$ cat config.mk
export PLATFORM = sky130hd
export DESIGN_NAME = sarc_top
export DESIGN_NICKNAME = d
export VERILOG_FILES = /design/src/logic/sarc_pkg.sv /design/src/logic/sarc_top.sv
export SDC_FILE = /design/constraint.sdc
export NUM_CORES = 1
export LEC_CHECK = 0
export ABC_AREA = 1
export BUFFER_PORTS_ARGS = -buffer_cell sky130_fd_sc_hd__buf_2
export CAP_MARGIN = 20
export CORE_MARGIN = 5
export CORE_UTILIZATION = 45
export CTS_CLUSTER_DIAMETER = 120
export DETAILED_ROUTE_END_ITERATION = 12
export PLACE_DENSITY = 0.7
export RECOVER_POWER = 50
export SLEW_MARGIN = 20
export SYNTH_ARGS = -nofsm -noshare
export SYNTH_HDL_FRONTEND = slang
export SYNTH_SLANG_ARGS = --single-unit
$ cat constraint.sdc
create_clock -name clock -period 3.73 [get_ports clock]
set_clock_uncertainty 0.15 [all_clocks]
set_input_delay 0.746 -clock clock [delete_from_list [all_inputs] [get_ports clock]]
set_output_delay 0.746 -clock clock [all_outputs]
set_load 0.01 [all_outputs]
$ cat src/logic/sarc_pkg.sv
// constants, map and types of the session auth / read counter block
// assumes a single clock domain and an AHB-Lite word bus
package sarc_pkg;
	// ==========================================
	// register byte offsets
	localparam logic [7:0] A_CMD   = 8'h00;
	localparam logic [7:0] A_STAT  = 8'h04;
	localparam logic [7:0] A_TID   = 8'h08;
	localparam logic [7:0] A_CCTR  = 8'h0c;
	localparam logic [7:0] A_ECTR  = 8'h10;
	localparam logic [7:0] A_RCTR  = 8'h14;
	localparam logic [7:0] A_ASCLO = 8'h18;
	localparam logic [7:0] A_ASCHI = 8'h1c;
	localparam logic [7:0] A_LIMIT = 8'h20;
	localparam logic [7:0] A_KCFG  = 8'h24;
	localparam logic [3:0] A_RCHAL = 4'h4; // 0x40..0x4c
	localparam logic [3:0] A_TCHAL = 4'h5; // 0x50..0x5c
	localparam logic [2:0] A_SVEC  = 3'h3; // 0x60..0x7c
	// ==========================================
	// command word fields
	localparam int F_FILE  = 4;
	localparam int F_ORIG  = 9;
	localparam int F_CHAIN = 10;
	localparam int F_SDMEN = 11;
	localparam int F_PAD   = 12;
	localparam int F_LEN   = 16;
	localparam int F_LIMEN = 24;
	// ==========================================
	// derivation constants and limits
	localparam logic [15:0] KDF_CTR   = 16'h0001;
	localparam logic [15:0] KDF_LEN   = 16'h0080;
	localparam logic [15:0] KDF_LABEL = 16'h9669;
	localparam logic [23:0] LIM_MAX   = 24'h0fffff;
	localparam logic [23:0] RCTR_RST  = 24'h000000;
	localparam logic [31:0] KCFG_VAL  = 32'h0000_1010; // plaintexts 16, integ idx 0, cipher idx 1
	// ==========================================
	typedef enum logic [3:0] {
		OP_OTHER  = 4'h0, OP_FIRST = 4'h1, OP_RESUME = 4'h2, OP_P2OK = 4'h3,
		OP_P2FAIL = 4'h4, OP_NRD   = 4'h5, OP_BRD    = 4'h6, OP_FSET = 4'h7,
		OP_FQRY   = 4'h8, OP_CRYPT = 4'h9
	} sarc_op_t;
	typedef enum logic [1:0] {
		AU_NONE = 2'b00, AU_WFIRST = 2'b01, AU_WRES = 2'b10, AU_LRP = 2'b11
	} sarc_auth_t;
	localparam logic [1:0] RT_NONE = 2'h0;
	localparam logic [1:0] RT_NAT  = 2'h1;
	localparam logic [1:0] RT_BIN  = 2'h2;
endpackage

$ cat src/logic/sarc_top.sv
// session auth state, channel counters and dynamic read counter, AHB-Lite slave
// assumes one master, single word transfers, commands decoded by firmware
//
// Operation
// - refuse resume auth unless leak resilient session active or origin key targeted
// - resume auth keeps transaction id and command counter, no capability bytes
// - cipher block counter cleared at start of either authentication
// - resume success stays authenticated; origin key target ends not authenticated
// - any authentication failure leaves not authenticated state
// - integrity key in both variants, cipher key only in first auth
// - derivation input uses counter 0001h, length 0080h, label 9669h
// - session vector byte order from both challenges with XOR middle
// - root key MAC; first update key integrity, second cipher, 16 plaintexts
// - read counter is 24 bits, cleared when dynamic messaging enabled
// - counter binary LSB first, ASCII form MSB first
// - first successful unauthenticated read increments counter before answer
// - same type same file reads reuse value until another command
// - switching read type counts as a new first read
// - authenticated reads leave the counter unchanged
// - first read at limit, or FFFFFh without limit, answers error
// - chained command sequence counts as one command
// - limit held as three bytes, set by settings write, read back
// - at limit both read types blocked unauthenticated, authenticated allowed
// - disabled limit behaves as limit FFFFFh
// - cipher block counter advances per 16 byte block including padding
`timescale 1ns/100ps
module sarc_top
	import sarc_pkg::*;
(
	input  wire logic        clock,
	input  wire logic        arst_n,
	input  wire logic        hsel,
	input  wire logic [31:0] haddr,
	input  wire logic [1:0]  htrans,
	input  wire logic        hwrite,
	input  wire logic [2:0]  hsize,
	input  wire logic [31:0] hwdata,
	input  wire logic        hready,
	output logic             hreadyout,
	output logic             hresp,
	output logic [31:0]      hrdata
);
	// ==========================================
	// state
	typedef struct packed {
		sarc_auth_t   auth;
		logic         origin;
		logic         err;
		logic [31:0]  tid;
		logic [31:0]  tidSeed;
		logic [15:0]  command_counter;
		logic [31:0]  cipher_block_counter;
		logic [23:0]  rcnt;
		logic [23:0]  limit;
		logic         limEn;
		logic [23:0]  limStage;
		logic         limStageEn;
		logic         sdmOn;
		logic [4:0]   sdmFile;
		logic [1:0]   lastType;
		logic [4:0]   lastFile;
		logic [127:0] chalA;
		logic [127:0] chalB;
		logic [7:0]   dpAddr;
		logic         wrPend;
		logic         rdPend;
		logic         ready;
		logic         resp;
		logic [31:0]  rdata;
	} sarc_state_t;

	sarc_state_t s_r;
	sarc_state_t s_nxt;

	// ==========================================
	// helpers
	// blocks of 16 bytes; padding adds a block only when the length is a whole number of blocks
	function automatic logic [4:0] sarc_blocks(input logic [7:0] len, input logic pad);
		logic [4:0] b;
		b = {1'b0, len[7:4]};
		if (pad || (len[3:0] != 4'h0))
			b = b + 5'd1;
		return b;
	endfunction

	function automatic logic [7:0] sarc_asc(input logic [3:0] nib);
		return (nib < 4'ha) ? (8'h30 + {4'h0, nib}) : (8'h37 + {4'h0, nib});
	endfunction

	logic [255:0] svVec;
	logic [23:0]  effLim;
	// vector byte 0 sits in the top bits
	assign svVec = {KDF_CTR, KDF_LEN, s_r.chalA[127:112],
		s_r.chalA[111:64] ^ s_r.chalB[127:80], s_r.chalB[79:0],
		s_r.chalA[63:0], KDF_LABEL};
	// disabled limit is the top value
	assign effLim = s_r.limEn ? s_r.limit : LIM_MAX;

	// command fields, valid while a command write is in its data phase
	logic       cmdFire;
	sarc_op_t   cOp;
	logic [4:0] cFile;
	logic       cChain;
	logic       cRead;
	logic [1:0] cType;
	logic       cFirst;
	assign cmdFire = s_r.wrPend && (s_r.dpAddr == A_CMD);
	assign cOp     = sarc_op_t'(hwdata[3:0]);
	assign cFile   = hwdata[F_FILE +: 5];
	assign cChain  = hwdata[F_CHAIN];
	assign cRead   = (cOp == OP_NRD) || (cOp == OP_BRD);
	assign cType   = (cOp == OP_NRD) ? RT_NAT : RT_BIN;
	// type change or other file makes it a first read
	assign cFirst  = !((s_r.lastType == cType) && (s_r.lastFile == cFile));

	logic waitAuth;
	assign waitAuth = (s_r.auth == AU_WFIRST) || (s_r.auth == AU_WRES);

	// ==========================================
	// next state
	always_comb begin
		sarc_auth_t authNow;
		logic [31:0] rd;
		authNow = s_r.auth;
		rd = 32'h0000_0000;
		s_nxt = s_r;
		s_nxt.wrPend = 1'b0;

		// read mux; unmapped offsets read zero
		case (s_r.dpAddr)
			A_CMD:   rd = 32'h0000_0000;
			A_STAT:  rd = {20'h0, s_r.lastFile, s_r.lastType,
				s_r.auth == AU_WFIRST, waitAuth, s_r.err, s_r.auth};
			A_TID:   rd = s_r.tid;
			A_CCTR:  rd = {16'h0, s_r.command_counter};
			A_ECTR:  rd = s_r.cipher_block_counter;
			A_RCTR:  rd = {8'h00, s_r.rcnt};
			A_ASCLO: rd = {sarc_asc(s_r.rcnt[11:8]), sarc_asc(s_r.rcnt[15:12]),
				sarc_asc(s_r.rcnt[19:16]), sarc_asc(s_r.rcnt[23:20])};
			A_ASCHI: rd = {16'h0, sarc_asc(s_r.rcnt[3:0]), sarc_asc(s_r.rcnt[7:4])};
			A_LIMIT: rd = {7'h0, s_r.limEn, s_r.limit};
			A_KCFG:  rd = KCFG_VAL;
			default: begin
				if (s_r.dpAddr[7:4] == A_RCHAL)
					rd = s_r.chalA[{s_r.dpAddr[3:2], 5'h00} +: 32];
				else if (s_r.dpAddr[7:4] == A_TCHAL)
					rd = s_r.chalB[{s_r.dpAddr[3:2], 5'h00} +: 32];
				else if (s_r.dpAddr[7:5] == A_SVEC)
					rd = svVec[{~s_r.dpAddr[4:2], 5'h00} +: 32];
			end
		endcase

		// bus phases; reads take one wait state so they see prior writes
		if (s_r.rdPend) begin
			s_nxt.rdPend = 1'b0;
			s_nxt.ready = 1'b1;
			s_nxt.rdata = rd;
		end else if (hsel && hready && htrans[1]) begin
			s_nxt.dpAddr = (haddr[31:8] == 24'h0) ? {haddr[7:2], 2'b00} : 8'hfc;
			s_nxt.wrPend = hwrite;
			s_nxt.rdPend = !hwrite;
			s_nxt.ready = hwrite;
		end

		// plain register writes
		if (s_r.wrPend) begin
			if (s_r.dpAddr == A_TID)
				s_nxt.tidSeed = hwdata;
			if (s_r.dpAddr == A_LIMIT) begin
				s_nxt.limStage = hwdata[23:0];
				s_nxt.limStageEn = hwdata[F_LIMEN];
			end
			if (s_r.dpAddr[7:4] == A_RCHAL)
				s_nxt.chalA[{s_r.dpAddr[3:2], 5'h00} +: 32] = hwdata;
			if (s_r.dpAddr[7:4] == A_TCHAL)
				s_nxt.chalB[{s_r.dpAddr[3:2], 5'h00} +: 32] = hwdata;
		end

		// command execution
		if (cmdFire) begin
			s_nxt.err = 1'b0;
			// a foreign command aborts a pending second part
			if (waitAuth && (cOp != OP_P2OK) && (cOp != OP_P2FAIL) && (cOp != OP_CRYPT))
				authNow = AU_NONE;
			s_nxt.auth = authNow;
			case (cOp)
				OP_FIRST: begin
					s_nxt.cipher_block_counter = 32'h0;
					s_nxt.command_counter = 16'h0;
					s_nxt.tid = s_r.tidSeed;
					s_nxt.origin = hwdata[F_ORIG];
					s_nxt.auth = AU_WFIRST;
				end
				OP_RESUME: begin
					if ((authNow != AU_LRP) && !hwdata[F_ORIG]) begin
						s_nxt.auth = AU_NONE;
						s_nxt.err = 1'b1;
					end else begin
						// transaction id and command counter left alone
						s_nxt.cipher_block_counter = 32'h0;
						s_nxt.origin = hwdata[F_ORIG];
						s_nxt.auth = AU_WRES;
					end
				end
				OP_P2OK: begin
					if (waitAuth) begin
						s_nxt.auth = s_r.origin ? AU_NONE : AU_LRP;
					end else begin
						s_nxt.auth = AU_NONE;
						s_nxt.err = 1'b1;
					end
				end
				OP_P2FAIL: begin
					s_nxt.auth = AU_NONE;
					s_nxt.err = 1'b1;
				end
				OP_CRYPT: begin
					s_nxt.cipher_block_counter = s_r.cipher_block_counter + {27'h0, sarc_blocks(hwdata[F_LEN +: 8], hwdata[F_PAD])};
				end
				default: begin
				end
			endcase

			// a continuation of a chain is the same command
			if (!cChain && (cOp != OP_CRYPT)) begin
				if (cRead) begin
					s_nxt.lastType = cType;
					s_nxt.lastFile = cFile;
					if ((authNow == AU_NONE) && s_r.sdmOn && (cFile == s_r.sdmFile) && cFirst) begin
						if (s_r.rcnt == effLim) begin
							s_nxt.err = 1'b1;
							s_nxt.lastType = RT_NONE;
						end else begin
							s_nxt.rcnt = s_r.rcnt + 24'h000001;
						end
					end
				end else begin
					s_nxt.lastType = RT_NONE;
					s_nxt.lastFile = 5'h00;
				end
				if (cOp == OP_FSET) begin
					s_nxt.sdmOn = hwdata[F_SDMEN];
					if (hwdata[F_SDMEN]) begin
						s_nxt.rcnt = RCTR_RST;
						s_nxt.sdmFile = cFile;
						s_nxt.limit = s_r.limStage;
						s_nxt.limEn = s_r.limStageEn;
					end
				end
				if ((authNow == AU_LRP) && (cRead || (cOp == OP_OTHER) || (cOp == OP_FSET) || (cOp == OP_FQRY)))
					s_nxt.command_counter = s_r.command_counter + 16'h0001;
			end
		end
	end

	// ==========================================
	// registers
	always_ff @(posedge clock or negedge arst_n) begin
		if (!arst_n) begin
			s_r <= '0;
			s_r.ready <= 1'b1;
			s_r.auth <= AU_NONE;
		end else begin
			s_r <= s_nxt;
		end
	end

	assign hreadyout = s_r.ready;
	assign hresp     = s_r.resp;
	assign hrdata    = s_r.rdata;

	// elaboration guard: the config word must fill one bus word
	if ($bits(KCFG_VAL) != 32) begin
		$error("config word width");
	end
endmodule

[Word level (Yosys, flattened, before mapping)]
Index checks and enable logic that the tools add are counted.
Storage, ports and cells
  flip-flop bits (word level): 502
  input port bits: 74
  output and inout port bits: 34
  word-level logic and storage cells: 178
Operators by class
  add/subtract/negate cells: 17
  $lt $le $gt $ge: 6
  equality and inequality tests: 33
  shifts and indexed selects: 5
  muxes and demuxes: 49
  bitwise logic cells: 3
  reduce and logical (&&, ||, !) cells: 42
Operators with widths (number)
  32-bit case mux with 10 select lines: 1
  128-bit bitwise mux: 2
  128-bit by 8-bit indexed part select with 32-bit output: 2
  256-bit by 9-bit indexed part select with 32-bit output: 1
  32-bit 2-to-1 mux: 4
  32-bit by 9-bit variable shift with 128-bit output, first input constant: 1
  32-bit by 9-bit indexed part select with 128-bit output: 1
  49-bit 2-to-1 mux: 2
  24-bit 2-to-1 mux: 4
  32-bit case mux with 3 select lines: 1
  6-bit by 4-bit adder with 7-bit output, first input constant: 12
  7-bit 2-to-1 mux: 7
  16-bit 2-to-1 mux: 3
  48-bit XOR: 1
  32-bit by 5-bit adder with 32-bit output: 1
  8-bit by 5-bit == test with 1-bit output, second input constant: 4
  24-bit by 1-bit adder with 24-bit output, second input constant: 1
  24-bit == test: 1
  4-bit by 3-bit == test with 1-bit output, second input constant: 6
  24-bit zero test: 1
  4-bit < comparator, second input constant: 6
  2-bit 2-to-1 mux: 9
  16-bit by 1-bit adder with 16-bit output, second input constant: 1
  8-bit by 4-bit == test with 1-bit output, second input constant: 2
  other kinds (37): 81

[Longest topological paths before layout]
  word-level depth: 15
  depth in mapped cells: 18
  gate-level depth less buffers: 16

[Least setup slack after synthesis]
Ideal clock, no wire load.
  path kind: in2reg
  start: input hwdata[18]
  end: register s_r[402] (netlist name)
  library setup time: 0.128 ns
  arrival: 2.899 ns
  required time: 3.452 ns
  path slack: 0.553 ns
  cell stages on the path: 14
  path buffers: 0
  path through: nor3_1 nand3_1 nand2_1 xor2_1 inv_1 ha_1 a21o_1 a31oi_1 o21ai_0 nand2_2 nor2_2 nand2_2 nor3_1 nor3b_2
Between the ends
  cells in the longest elaborated chain, start to end: 7
Ends and longest elaborated chain
  start, declared: line sarc_top.sv:37  | input wire logic [31:0] hwdata,
  4-bit nonzero test: line sarc_top.sv:81  | if (pad || (len[3:0] != 4'h0))
  1-bit logical OR: line sarc_top.sv:81
  5-bit 2-to-1 mux: line sarc_top.sv:81
  5-bit 2-to-1 mux: line sarc_top.sv:186  | case (cOp)
  5-bit 2-to-1 mux: line sarc_top.sv:180  | if (cmdFire) begin
  32-bit by 5-bit adder with 32-bit output: line sarc_top.sv:218  | s_nxt.cipher_block_counter = s_r.cipher_block_counter + {27'h0, sarc_blocks(hwdata[F_LEN +: 8], hwdata[F_PAD]) ...
  32-bit case mux with 3 select lines: line sarc_top.sv:186
  end signal, assigned: line sarc_top.sv:264  | s_r <= s_nxt;
  end, declared: line sarc_top.sv:72  | sarc_state_t s_r;
Every way passes these cells. The select of a mux whose other input is x is not followed.
A chain may end at the register's enable or synchronous reset.

[Final worst setup path]
  start: register s_r[38] (netlist name)
  end: register s_r (netlist bit hrdata[13])
Between the ends
  cells in the longest elaborated chain, start to end: 6
  elaborated cells between the ends (all ways): 18
  those cells by class: eq/ne (9); shift (3); mux (4); bitwise (1); reduce/logical (1)
Ends and longest elaborated chain
  3-bit NOT: line sarc_top.sv:149  | rd = svVec[{~s_r.dpAddr[4:2], 5'h00} +: 32];
  256-bit by 9-bit indexed part select with 32-bit output: line sarc_top.sv:149
  32-bit 2-to-1 mux: line sarc_top.sv:148  | else if (s_r.dpAddr[7:5] == A_SVEC)
  32-bit 2-to-1 mux: line sarc_top.sv:146  | else if (s_r.dpAddr[7:4] == A_TCHAL)
  32-bit 2-to-1 mux: line sarc_top.sv:144  | if (s_r.dpAddr[7:4] == A_RCHAL)
  32-bit case mux with 10 select lines (*): line sarc_top.sv:130  | case (s_r.dpAddr)
Mark *: on every way between the ends. The rest lies on a longest branch, timed or not.

==> qor.yml <==
clock_network:
  clkSinkCount: 500
  tritoncts: "built"
  clk_transition_reported_paths_ns: 0.06
  clk_latency_ns: 0.62
  cts_htree_levels: 2
  cts_max_path_buffers: 3
  root_buffer: "sky130_fd_sc_hd__clkbuf_16"
  clock_buffer_count_from_cts: 55
  cts_hold_buf: 0
  post_cts.resized_instances: 0
  post-cts-setup-buffer-count: 0
timing:
  final_hold_violation_count: 0
  rsz0062_at_grt: "no"
  setup_violations: 0
  timing.final.max_slew_violations: 70
  fin_ws_ns: 0.398
  worst_pin_slew_ns: 2.06
  timing.max_slew.rel_slack: -0.376
  maxClockFrequency_mhz: 300
  final.period_utilization: 0.893
  setup_total_negative_slack_ns: 0
  period_needed_ns: 3.33
global_routing:
  first_pass_grt_wire_length_um: 154000
  globalRoute.totalOverflow: 0
  groute.usage.overall: 0.293
  pin_count_of_the_biggest_net_entering_global_routing: 133
  first_global_vias: 25174
  antenna_found_initial: 3
pwr:
  cellLeakagePower_nw: 15.3
  totalPowerFinal_mw: 14.6
  power.combinational.fraction: 0.192
  pwr_density_cell_nw_per_um2: 457
  power.ir.vdd_worst_v: 0.000307
  power.sequential.fraction: 0.408
  clkPwrFrac: 0.401
  power.share.switching: 0.316
  internal_power_mw: 9.98
  netSwitchingPower_mw: 4.61
layout:
  final_util: 0.508
  final-instance-count-excl-fill: 4604
  layout.nets: 3814
  filler_cell_count: 6038
  drive_above_1_share: 0.131
  flow.area_growth_from_synthesis_pct: 12.1
drt:
  first_pass_iters: 8
  dr_wl_met3_um: 11600
  routed.top_layer: "met5"
  remaining_drc_errors: 0
  route.met2.wl_um: 44900
  avgViaCountPerCell: 5.85
  antenna_violating_nets_post_route: 0
  vias: 26912
  detail_route.wirelength.met1_um: 40000
  drt_iter0_drc: 3338
  wirelength_um: 103000
  routed_wire_length_per_instance_um: 22.3
hold_path:
  worst_hold_startpoint: "hwrite"
  hp-class: "input pin to flip-flop"
  cells_on_worst_hold_path: 2
synthesis:
  yosysWarnings: 0
  netlist_area_um2: 28500
  post_synth_and_or_nand_nor_area_fraction: 0.222
  yosys.area.top_type_share: 0.438
  synth.area.mux_share: 0.0577
  ys_seq_area_frac: 0.439
  yosysMostFrequentCell: "sky130_fd_sc_hd__nand2_1"
  synth_top_area_cell: "sky130_fd_sc_hd__dfrtp_1"
  average_footprint_of_a_synthesized_cell_um2: 7.74
  dominant_cells_by_area_after_synthesis: "sky130_fd_sc_hd__dfrtp_1 (44%), sky130_fd_sc_hd__nand2_1 (11%), sky130_fd_sc_hd__o21ai_0 (8.5%)"
  yosys-top-cells-count: "sky130_fd_sc_hd__nand2_1 (807), sky130_fd_sc_hd__dfrtp_1 (499), sky130_fd_sc_hd__o21ai_0 (484), sky130_fd_sc_hd__nor2_1 (381), sky130_fd_sc_hd__inv_1 (346)"
  synth-edff-count: 0
  yosys_most_used_dff: "sky130_fd_sc_hd__dfrtp_1"
  largest_family_of_logic_cells_by_synthesized_area: "simple AND/OR/NAND/NOR gates"
  ys_seq_elements: 500
  syn-num-nets: 3782
  synth_cells: 3678
  ys_types: 61
  async_flop_share: 1.00
  synth_compound_gate_area_share: 0.170
  synthXorXnorAreaFrac: 0.0120
  synthAdderAreaFrac: 0.0134
critical_path:
  rrSetupSlack_ns: 0.40
  startpoint_type: "flip-flop"
  critical_path.endpoint_type: "flip-flop"
  critical_path.endpoint: "hrdata[13]$_DFFE_PN0P_"
  data_required_critical_path_ns: 4.05
  reg2regPathDepth: 7
  critical_path.reg2reg.endpoint: "hrdata[13]$_DFFE_PN0P_"
  critical_path.max_fanout: 47
  critPathLaunch: "s_r[38]$_DFFE_PN0P_"
  r2r-start: "s_r[38]$_DFFE_PN0P_"
  timing.critical_path.arrival_ns: 3.66
  timing.setup.critical_path_class: "flip-flop to flip-flop"
run_status:
  failed_checks: "capacitance limit, slew limit"
  result_of_the_run: "complete, but fails checks"
placement:
  placedCellCount: 4498
  portBuffers: 100
  place.detailed.hpwl_um: 72400
  dpl_worst_slack_ns: 0.0536
  gp_routability_congestion: 1.03
job:
  cap_violations: 1
floorplanning:
  floorplan.die_area_um2: 68400
  floorplan.rows: 92
  fp.dieW_um: 262
  design.core.area_um2: 62900
  pin_count: 108
  die_height_um: 262
  start_util: 0.453
-- area by class of cell --
class | instances | area (um^2) | area share
antenna | 3 | 7.51 | 0.000235
clock inverter | 19 | 274 | 0.00858
multi-input combinational | 2586 | 13600 | 0.427
clock buffer | 83 | 1650 | 0.0518
timing repair buffer | 204 | 1400 | 0.0438
inverter | 363 | 1370 | 0.0428
sequential | 500 | 12500 | 0.392
tap | 846 | 1060 | 0.0332
-- state kept, by name, indices dropped and copies added (netlist names) --
name,cells
hreadyout,1
s_r,467
hrdata,32
-- power by group through the flow --
stage                     clock, mW  combinational [mW]  sequential, mW
after detailed placement          0                2.73            6.03
after floorplan                   0                1.74            5.93
after global placement            0                2.70            6.03
final                          5.84                2.80            5.95
after global routing           6.12                3.03            5.97
after CTS                      5.90                2.75            5.94
-- logic make-up (layout without fill, tap and decap cells) --
kind of cell,after synthesis,in the layout
AO/OA/AOI/OAI,862,862
XOR/XNOR,39,39
adder cells (fa/ha/maj),30,30
buffers and inverters,592,669
flip-flops,500,500
multiplexers,146,146
other,1,4
AND/OR/NAND/NOR,1508,1508
-- metrics by stage --
stage,hold WS [ns],cell area (um^2)
after global routing,0.159,31900
final,0.150,31900
after CTS,0.00333,32000
after detailed placement,0.309,30100
after floorplan,0.292,28500
after global placement,0.304,30100
-- worst min-delay path by stage --
stage / end
6_report: s_r[34]$_DFF_PN0_
4_1_cts: hrdata[28]$_DFFE_PN0P_
3_5_place_dp: s_r[488]$_DFFE_PN0P_
5_1_grt: s_r[34]$_DFF_PN0_
3_3_place_gp: s_r[477]$_DFFE_PN0P_
2_1_floorplan: s_r[483]$_DFFE_PN0P_
-- metal layers --
| metal | GRT usage | vias up |
|---|---|---|
| met1 | 0.389 | 12764 |
| li1 | - | 12344 |
| met4 | 0.148 | 2 |
| met5 | 0 | - |
| met3 | 0.0681 | 299 |
| met2 | 0.453 | 1503 |
-- cell usage in the layout, fill, tap and decap left out, drive strengths merged, types with 3 or more instances in the layout --
cell type,n
a211oi,8
a41oi,7
clkinvlp,4
bufinv,6
o211ai,51
ha,29
xor2,28
clkinv,14
xnor2,11
inv,358
nor4,25
nor3,76
o31ai,11
a31oi,15
o22ai,50
nand4,40
clkbuf,100
nand3b,3
nand2,811
o21ai,490
mux2,146
o2111ai,7
nand3,148
a221oi,11
a22oi,6
a21oi,161
dfrtp,499
diode,3
buf,187
nor2,401
o221ai,33
-- critical path, cell delays in order (launching register included) --
cell and delay (ns):
sky130_fd_sc_hd__dfrtp_4 0.52, sky130_fd_sc_hd__inv_4 0.11, sky130_fd_sc_hd__buf_4 0.44, sky130_fd_sc_hd__nand2_1 0.13, sky130_fd_sc_hd__inv_1 0.68, sky130_fd_sc_hd__a21oi_1 0.19, sky130_fd_sc_hd__a21oi_1 0.76, sky130_fd_sc_hd__a21oi_1 0.16
No activity file was read; power rests on OpenSTA's default activity.
